### config.mk
export PLATFORM = sky130hd
export DESIGN_NAME = serializer_general_config
export DESIGN_NICKNAME = d
export VERILOG_FILES = /design/src/serializer_general_config_pkg.sv /design/src/i2c_route_if.sv /design/src/i2c_route_decide.sv /design/src/serializer_general_config.sv
export VERILOG_INCLUDE_DIRS = /design/src
export SDC_FILE = /design/constraint.sdc
export NUM_CORES = 1
export LEC_CHECK = 0
export ABC_AREA = 1
export BUFFER_PORTS_ARGS = -buffer_cell sky130_fd_sc_hd__buf_4
export CAP_MARGIN = 15
export CORE_MARGIN = 2
export CORE_UTILIZATION = 49
export DETAILED_ROUTE_END_ITERATION = 8
export GPL_TIMING_DRIVEN = 0
export PLACE_DENSITY = 0.82
export SLEW_MARGIN = 20
export SYNTH_ARGS = -nofsm -noshare
export SYNTH_HDL_FRONTEND = slang
export SYNTH_SLANG_ARGS = --single-unit
### constraint.sdc
create_clock -name clk_i -period 2.07 [get_ports clk_i]
set_input_delay 0.207 -clock clk_i [delete_from_list [all_inputs] [get_ports clk_i]]
set_output_delay 0.207 -clock clk_i [all_outputs]
set_load 0.05 [all_outputs]
### src/serializer_general_config_map.svh
/*
  Register offsets, field positions, reset values and widths of the general
  configuration bank. Assumes inclusion by bare name from the package.
*/
`ifndef SERIALIZER_GENERAL_CONFIG_MAP_SVH
`define SERIALIZER_GENERAL_CONFIG_MAP_SVH

// ---------------------------------------------------------------
// Register offsets
// ---------------------------------------------------------------
`define RESERVED_TWO_ADDR          8'h02
`define GENERAL_CONFIGURATION_ADDR 8'h03
`define RESERVED_FOUR_ADDR         8'h04

// ---------------------------------------------------------------
// General configuration fields
// ---------------------------------------------------------------
`define GC_CRC_CHECK_EN_BIT        7
`define GC_PARITY_GEN_EN_BIT       6
`define GC_CRC_CLEAR_BIT           5
`define GC_AUTO_ACK_BIT            4
`define GC_PASS_ALL_BIT            3
`define GC_PASS_THRU_BIT           2
`define GC_PLL_OVERRIDE_BIT        1
`define GC_PIXEL_EDGE_BIT          0
`define GC_RESET_VALUE             8'hc5
`define RESERVED_READ_VALUE        8'h00

// ---------------------------------------------------------------
// Widths
// ---------------------------------------------------------------
`define CRC_CNT_W                  8
`define I2C_ADDR_W                 7
`define I2C_ADDR_ZERO              7'h00

`endif

### src/serializer_general_config_pkg.sv
/*
  Types shared by the general configuration bank and its I2C route logic.
  Assumes the map header is on the include path.
*/
package serializer_general_config_pkg;
  `include "serializer_general_config_map.svh"

  // Field order matches bit 7 down to bit 0
  typedef struct packed {
    logic crc_check_en;
    logic parity_gen_en;
    logic crc_clear;
    logic auto_ack_en;
    logic pass_all;
    logic pass_thru;
    logic pll_reference_override;
    logic pixel_edge_select;
  } gen_cfg_t;

  typedef struct packed {
    logic                   fwd;
    logic [`I2C_ADDR_W-1:0] fwd_addr;
    logic                   auto_ack;
    logic                   local_hit;
    logic                   drop;
  } route_t;
endpackage : serializer_general_config_pkg

### src/i2c_route_if.sv
/*
  Carrier between the configuration bank and the I2C route decision.
  Assumes both ends share one clock.
*/
`timescale 1ns/1ps
interface i2c_route_if;
  import serializer_general_config_pkg::*;
  logic                   req;
  logic                   write;
  logic [`I2C_ADDR_W-1:0] addr;
  logic                   locked;
  gen_cfg_t               cfg;
  logic [`I2C_ADDR_W-1:0] own_addr;
  logic [`I2C_ADDR_W-1:0] remote_deserializer_identifier;
  logic [`I2C_ADDR_W-1:0] des_alias;
  logic [`I2C_ADDR_W-1:0] tgt_id;
  logic [`I2C_ADDR_W-1:0] tgt_alias;
  route_t                 result;

  modport ctrl  (output req, write, addr, locked, cfg, own_addr, remote_deserializer_identifier, des_alias,
                 tgt_id, tgt_alias, input result);
  modport route (input req, write, addr, locked, cfg, own_addr, remote_deserializer_identifier, des_alias,
                 tgt_id, tgt_alias, output result);
endinterface : i2c_route_if

### src/i2c_route_decide.sv
/*
  Registered forwarding decision for one local I2C address phase.
  Assumes request and settings come from logic on the same clock.
*/
`timescale 1ns/1ps
module i2c_route_decide (
  input  wire logic  clk_i,
  input  wire logic  reset_n_i,
  i2c_route_if.route rif
);
  import serializer_general_config_pkg::*;

  typedef struct packed {
    route_t r;
  } route_state_t;

  route_state_t st_ff;
  route_state_t nxt_st;

  logic own_hit;
  logic des_ok;
  logic tgt_ok;
  logic des_match;
  logic tgt_match;

  // ---------------------------------------------------------------
  // Decision
  // ---------------------------------------------------------------
  always_comb begin
    own_hit   = (rif.addr == rif.own_addr);
    des_ok    = (rif.remote_deserializer_identifier != `I2C_ADDR_ZERO); // RL14
    tgt_ok    = (rif.tgt_id != `I2C_ADDR_ZERO);
    des_match = des_ok && ((rif.addr == rif.remote_deserializer_identifier) ||
                (rif.cfg.pass_thru && rif.des_alias != `I2C_ADDR_ZERO &&
                 rif.addr == rif.des_alias)); // RL9 RL15
    tgt_match = tgt_ok && ((rif.addr == rif.tgt_id) ||
                (rif.cfg.pass_thru && rif.tgt_alias != `I2C_ADDR_ZERO &&
                 rif.addr == rif.tgt_alias)); // RL9
    nxt_st = '0;
    if (rif.req) begin
      if (own_hit) begin
        nxt_st.r.local_hit = 1'b1;
      end else if (rif.cfg.pass_all && des_ok) begin
        nxt_st.r.fwd      = 1'b1; // RL7
        nxt_st.r.fwd_addr = rif.remote_deserializer_identifier;
      end else if (!rif.cfg.pass_all && des_match) begin
        nxt_st.r.fwd      = 1'b1; // RL8
        nxt_st.r.fwd_addr = rif.remote_deserializer_identifier;
      end else if (!rif.cfg.pass_all && tgt_match) begin
        nxt_st.r.fwd      = 1'b1; // RL8
        nxt_st.r.fwd_addr = rif.tgt_id;
      end else begin
        nxt_st.r.drop = 1'b1;
      end
      // Auto ack only when link is locked; write still forwarded
      nxt_st.r.auto_ack = rif.cfg.auto_ack_en && rif.locked && rif.write &&
                          nxt_st.r.fwd && (rif.cfg.pass_all || des_match); // RL4 RL5 RL6
    end
  end

  always_ff @(posedge clk_i or negedge reset_n_i) begin
    if (!reset_n_i) begin
      st_ff <= '0;
    end else begin
      st_ff <= nxt_st;
    end
  end

  assign rif.result = st_ff.r;
endmodule : i2c_route_decide

### src/serializer_general_config.sv
/*
  General configuration register of the serializer with CRC error counter,
  PLL reference selection, pixel edge selection and I2C route decision.
  Assumes the local I2C target delivers decoded register accesses and address
  phases on clk_i; the mode pin is asynchronous.
*/
// How it works
// RL1 - Bit 7 enables back-channel CRC checker
// RL2 - Bit 6 enables forward parity generator
// RL3 - Bit 5 clears counters until written zero
// RL4 - Auto acknowledge acts only while locked
// RL5 - Auto acknowledge remote writes immediately
// RL6 - Auto-acked writes still forwarded, remapped
// RL7 - Pass-all forwards non-own addresses, remapped
// RL8 - Otherwise forward only deserializer/target matches
// RL9 - Bit 2 enables alias pass-through
// RL10 - Bit 1 selects PLL mode from register
// RL11 - Bit 1 zero: mode pin decides
// RL12 - Bit 0 selects rising or falling edge
// RL13 - Software avoids writing reserved locations
// RL14 - Zero identifier disables deserializer forwarding
// RL15 - Deserializer alias remapped to identifier
// RL16 - Counters held zero while clear set
`timescale 1ns/1ps
module serializer_general_config (
  input  wire logic                                 clk_i,
  input  wire logic                                 reset_n_i,
  // Register access
  input  wire logic [7:0]                           reg_addr_i,
  input  wire logic [7:0]                           reg_wdata_i,
  input  wire logic                                 reg_wr_i,
  input  wire logic                                 reg_rd_i,
  output logic      [7:0]                           reg_rdata_o,
  // Settings held elsewhere in the device
  input  wire logic [`I2C_ADDR_W-1:0]               own_addr_i,
  input  wire logic [`I2C_ADDR_W-1:0]               remote_deserializer_identifier_i,
  input  wire logic [`I2C_ADDR_W-1:0]               des_alias_i,
  input  wire logic [`I2C_ADDR_W-1:0]               tgt_id_i,
  input  wire logic [`I2C_ADDR_W-1:0]               tgt_alias_i,
  input  wire logic                                 pll_reg_mode_i,
  input  wire logic                                 mode_pin_i,
  // Link status and events
  input  wire logic                                 link_locked_i,
  input  wire logic                                 crc_error_i,
  // I2C address phase
  input  wire logic                                 i2c_req_i,
  input  wire logic                                 i2c_write_i,
  input  wire logic [`I2C_ADDR_W-1:0]               i2c_addr_i,
  // Controls
  output logic                                      crc_check_en_o,
  output logic                                      parity_gen_en_o,
  output logic                                      crc_clear_o,
  output logic                                      pll_ext_osc_mode_o,
  output logic                                      pixel_edge_select_o,
  output logic      [`CRC_CNT_W-1:0]                crc_err_count_o,
  // Route result
  output logic                                      fwd_o,
  output logic      [`I2C_ADDR_W-1:0]               fwd_addr_o,
  output logic                                      auto_ack_o,
  output logic                                      local_hit_o,
  output logic                                      drop_o
);
  import serializer_general_config_pkg::*;

  // ---------------------------------------------------------------
  // State
  // ---------------------------------------------------------------
  typedef struct packed {
    gen_cfg_t              cfg;
    logic [7:0]            rdata;
    logic                  mode_meta;
    logic                  mode_sync;
    logic                  pll_ext;
    logic [`CRC_CNT_W-1:0] crc_cnt;
  } cfg_state_t;

  localparam gen_cfg_t              CFG_RESET = gen_cfg_t'(`GC_RESET_VALUE);
  localparam logic [`CRC_CNT_W-1:0] CNT_MAX   = '1;

  cfg_state_t st_ff;
  cfg_state_t nxt_st;

  logic gc_wr;
  logic gc_rd;
  logic rsvd_rd;

  i2c_route_if rif ();

  // ---------------------------------------------------------------
  // Next state
  // ---------------------------------------------------------------
  always_comb begin
    nxt_st  = st_ff;
    gc_wr   = reg_wr_i && (reg_addr_i == `GENERAL_CONFIGURATION_ADDR);
    gc_rd   = reg_rd_i && (reg_addr_i == `GENERAL_CONFIGURATION_ADDR);
    rsvd_rd = reg_rd_i && ((reg_addr_i == `RESERVED_TWO_ADDR) ||
                           (reg_addr_i == `RESERVED_FOUR_ADDR));

    // Only the configuration word is writable; reserved writes dropped
    if (gc_wr) begin
      nxt_st.cfg = gen_cfg_t'(reg_wdata_i); // RL1 RL2 RL3 RL13
    end

    // Read data holds until the next read
    if (gc_rd) begin
      nxt_st.rdata = st_ff.cfg;
    end else if (rsvd_rd) begin
      nxt_st.rdata = `RESERVED_READ_VALUE; // RL13
    end else if (reg_rd_i) begin
      nxt_st.rdata = `RESERVED_READ_VALUE;
    end

    // Mode pin synchroniser
    nxt_st.mode_meta = mode_pin_i;
    nxt_st.mode_sync = st_ff.mode_meta;

    // PLL reference source
    if (st_ff.cfg.pll_reference_override) begin
      nxt_st.pll_ext = pll_reg_mode_i; // RL10
    end else begin
      nxt_st.pll_ext = st_ff.mode_sync; // RL11
    end

    // CRC error counter, saturating
    if (st_ff.cfg.crc_clear) begin
      nxt_st.crc_cnt = '0; // RL3 RL16
    end else if (crc_error_i && st_ff.cfg.crc_check_en && st_ff.crc_cnt != CNT_MAX) begin
      nxt_st.crc_cnt = st_ff.crc_cnt + 1'b1; // RL1
    end
  end

  always_ff @(posedge clk_i or negedge reset_n_i) begin
    if (!reset_n_i) begin
      st_ff           <= '0;
      st_ff.cfg       <= CFG_RESET;
    end else begin
      st_ff <= nxt_st;
    end
  end

  // ---------------------------------------------------------------
  // Route decision
  // ---------------------------------------------------------------
  assign rif.req       = i2c_req_i;
  assign rif.write     = i2c_write_i;
  assign rif.addr      = i2c_addr_i;
  assign rif.locked    = link_locked_i;
  assign rif.cfg       = st_ff.cfg;
  assign rif.own_addr  = own_addr_i;
  assign rif.remote_deserializer_identifier    = remote_deserializer_identifier_i;
  assign rif.des_alias = des_alias_i;
  assign rif.tgt_id    = tgt_id_i;
  assign rif.tgt_alias = tgt_alias_i;

  i2c_route_decide u_route (
    .clk_i     (clk_i),
    .reset_n_i (reset_n_i),
    .rif       (rif.route)
  );

  // ---------------------------------------------------------------
  // Outputs
  // ---------------------------------------------------------------
  assign reg_rdata_o         = st_ff.rdata;
  assign crc_check_en_o      = st_ff.cfg.crc_check_en; // RL1
  assign parity_gen_en_o     = st_ff.cfg.parity_gen_en; // RL2
  assign crc_clear_o         = st_ff.cfg.crc_clear;
  assign pll_ext_osc_mode_o  = st_ff.pll_ext;
  assign pixel_edge_select_o = st_ff.cfg.pixel_edge_select; // RL12
  assign crc_err_count_o     = st_ff.crc_cnt;
  assign fwd_o               = rif.result.fwd;
  assign fwd_addr_o          = rif.result.fwd_addr;
  assign auto_ack_o          = rif.result.auto_ack; // RL5
  assign local_hit_o         = rif.result.local_hit;
  assign drop_o              = rif.result.drop;
endmodule : serializer_general_config

==> results.cfg <==
[floorplanning]
rows = 25
initial_core_util_pct = 51.24
fp.coreArea_um2 = 4786
die_height_um = 74.75
fp.dieArea_um2 = 5587
die_width_um = 74.75
pin_count = 100

[layout]
drive_gt1_share_pct = 36.62
synthToLayoutAreaGrowth_pct = 37.91
nets = 494
final_cell_count_no_fill = 493
antenna_cells = 0
fill_cells = 386
final_cell_area_um2 = 3382

[timing]
relSlewSlack_pct = 66.02
skew_ns = 0.008920
tightest_slew_ns = 0.5097
setup_violations = 0
report.final.slew_viol_count = 0
hold_viol = 0
fmax_mhz = 579.2
setup_tns_ns = 0
fin_crit_ns = 1.726
fin_crit_sh_pct = 83.40
rsz0062_at_grt = false

[yosys]
seq_area_frac_synth_pct = 38.98
synth_cell_types = 30
syn_nets = 393
syn_area_um2 = 2452
yosysWarnings = 0
synth-seq-cells = 38
synth.avg_cell_area_um2 = 7.569
syn_inst = 324

[outcome]
status = completed

[route]
drt-total-wl_um = 5981
antenna_left = 0
vias = 2337
avgViaCountPerCell = 4.740
drt_drc_violations_left = 0
drtIter0Drc = 139
wire_per_inst_um = 12.13
dr.pass1.iters = 6

[global_routing]
grt_pass1_vias = 2284
grt_use_total_pct = 22.26
gr-total-overflow = 0
grt_pass1_wl_um = 9604
antenna_found_initial = 0
grt_max_degree = 39

[critical_path]
critPathTopFamily = simple AND/OR/NAND/NOR gates
r2r_start = crc_err_count_o[0]$_DFFE_PN0P_
worstPathMaxFanout = 5
cp_data_arrival_time_ns = 1.90
rrSetupSlack_ns = 0.34
critPathLaunch = crc_err_count_o[0]$_DFFE_PN0P_
slowest_stage = dfrtp_1
critPathBufInv = 1
max_stage_delay_ns = 0.41
crit_cells = 9
endpoint_kind = flop
start_kind = flop
crit_type = flop to flop
crit_top_cell = nand2_1
reg2reg_depth = 9
endpoint = crc_err_count_o[7]$_DFFE_PN0P_
path_cells = ha_1 > nand2_1 > inv_1 > nand4_1 > nand3_1 > nor2_1 > nand2_1 > o21ai_1 > a21oi_1
critPathRequiredTime_ns = 2.25
r2r-end = crc_err_count_o[7]$_DFFE_PN0P_

[clock_tree]
cts_max_level = 2
cts.clk_slew.worst_paths_ns = 0.08
numCtsBuffers = 5
cts_tree = done
cts_resized = 0
clkLatencyLatePin_ns = 0.29
clock_sinks = 38
clockBufferDepth = 2
cts_root_buf = clkbuf_8

[placement]
place_hpwl_um = 4740
io_buffer_count = 93
dpl_cell_area_um2 = 3234
gp_congestion = 0.8874
dp_cells = 484

[min_path]
hp-class = input port to flop

[job]
maxCapViolCount = 0

[power_and_ir_drop]
power_density_nw_per_um2 = 644.3
ir_drop_v = 0.0004757
p_leak_nw = 1.782
## state kept, by name, summed over array words and instances (netlist names)
signal,cells
crc_check_en_o,1
crc_err_count_o,8
pll_ext_osc_mode_o,1
reg_rdata_o,8
rif.cfg,4
crc_clear_o,1
pixel_edge_select_o,1
nxt_st,1
st_ff,1
u_route.rif.result,11
parity_gen_en_o,1
## worst min path at each step
stage,from,endpoint,slack (ns),cells after the start
after floorplan,reset_n_i,crc_clear_o$_DFFE_PN0P_,-0.09,0
after global placement,reset_n_i,crc_err_count_o[6]$_DFFE_PN0P_,0.19,1
after detailed placement,reset_n_i,crc_err_count_o[6]$_DFFE_PN0P_,0.19,1
after CTS,mode_pin_i,nxt_st[9]$_DFF_PN0_,0.03,1
after global routing,mode_pin_i,nxt_st[9]$_DFF_PN0_,0.02,1
final,mode_pin_i,nxt_st[9]$_DFF_PN0_,0.03,1
## layer usage
metal / vias up / share of wire, % / wire length, µm / GRT usage (%)
met1: 1047 / 41 / 2460 / 26.34
met5: - / 0 / 0 / 0
met3: 4 / 6.4 / 380 / 3.748
met2: 89 / 52 / 3101 / 41.59
met4: 0 / 0.67 / 40 / 5.952
li1: 1197 / - / - / -
## final cells by class
class                      instances  area (µm²)  share of cell area, %
multi-input combinational        212        1146                  33.89
sequential                        38       955.9                  28.26
timing repair buffer              94       708.2                  20.94
inverter                          51       191.4                  5.660
buffer                            23       158.9                  4.698
tap                               67       83.83                  2.479
clock buffer                       5       68.82                  2.035
clock inverter                     3       68.82                  2.035
## report_power, final
group          leakage [nW]  switching [mW]  internal (mW)
clock network        0.0683           0.263          0.483
logic                  1.21           0.352          0.254
registers             0.501          0.0375          0.790
## stage by stage
step	power [mW]	worst slack (ns)	hold WS, ns	utilization, %
global placement	1.432	0.4232	0.1888	67.58
global route	2.282	0.1323	0.02174	70.67
CTS	2.191	0.3576	0.02822	70.67
detailed placement	1.447	0.3735	0.1925	67.58
floorplan	1.216	0.5695	-0.08859	-
finish	2.179	0.3436	0.03164	70.67
## kinds of logic after synthesis
family          count (synthesis)  synth area share (%)
simple gates                  158                 29.85
flops                          38                 38.98
compound gates                 25                 5.562
fa+ha+maj                       1                0.5101
buf+inv                        74                 14.29
mux                             8                 3.674
xor+xnor                       20                 7.143
## cell usage after synthesis
cell | number | area [µm²]
a211oi_1 | 1 | 7.510
xnor2_1 | 18 | 157.7
nor4_1 | 2 | 12.51
nand3_1 | 26 | 130.1
nor2_1 | 29 | 108.9
a21oi_1 | 8 | 40.04
nor2_2 | 5 | 31.28
o211ai_1 | 1 | 7.510
nand2_2 | 3 | 18.77
o21ai_1 | 2 | 10.01
nor2_4 | 1 | 11.26
a31oi_1 | 1 | 6.260
ha_1 | 1 | 12.51
nand2_1 | 75 | 281.5
buf_4 | 18 | 135.1
inv_1 | 45 | 168.9
inv_2 | 6 | 22.52
nor3_1 | 5 | 25.02
dfrtp_1 | 34 | 850.8
dfstp_2 | 4 | 105.1
o21ai_0 | 8 | 40.04
clkbuf_1 | 1 | 3.750
mux2_2 | 8 | 90.09
o22ai_1 | 4 | 25.02
nand2_4 | 3 | 33.78
nand3_2 | 2 | 20.02
nand4_1 | 6 | 37.54
buf_2 | 4 | 20.02
nor4_4 | 1 | 21.27
xor2_1 | 2 | 17.52
## repair_timing
item | 4_1_cts | 5_1_grt
buffers inserted | 0 | 0
hold buffers | 1 | 0
endpoints found under the hold margin | 34 | 0
## worst reg2reg max path, stage by stage (launching register included)
cell	delay, ns
dfrtp_1	0.41
ha_1	0.23
nand2_1	0.09
inv_1	0.07
nand4_1	0.11
nand3_1	0.14
nor2_1	0.29
nand2_1	0.12
o21ai_1	0.13
a21oi_1	0.05
## placed cells by master, fill, tap and decap left out, types with 5 or more instances in the layout
master | synthesis | routed
a21oi_1 | 8 | 8
buf_4 | 18 | 111
clkbuf_8 | 0 | 5
dfrtp_1 | 34 | 34
inv_1 | 45 | 45
inv_2 | 6 | 6
mux2_2 | 8 | 8
nand2_1 | 75 | 75
nand3_1 | 26 | 26
nand4_1 | 6 | 6
nor2_1 | 29 | 29
nor2_2 | 5 | 5
nor3_1 | 5 | 5
o21ai_0 | 8 | 8
xnor2_1 | 18 | 18
Note: power is estimated with default switching activity, not from simulation.
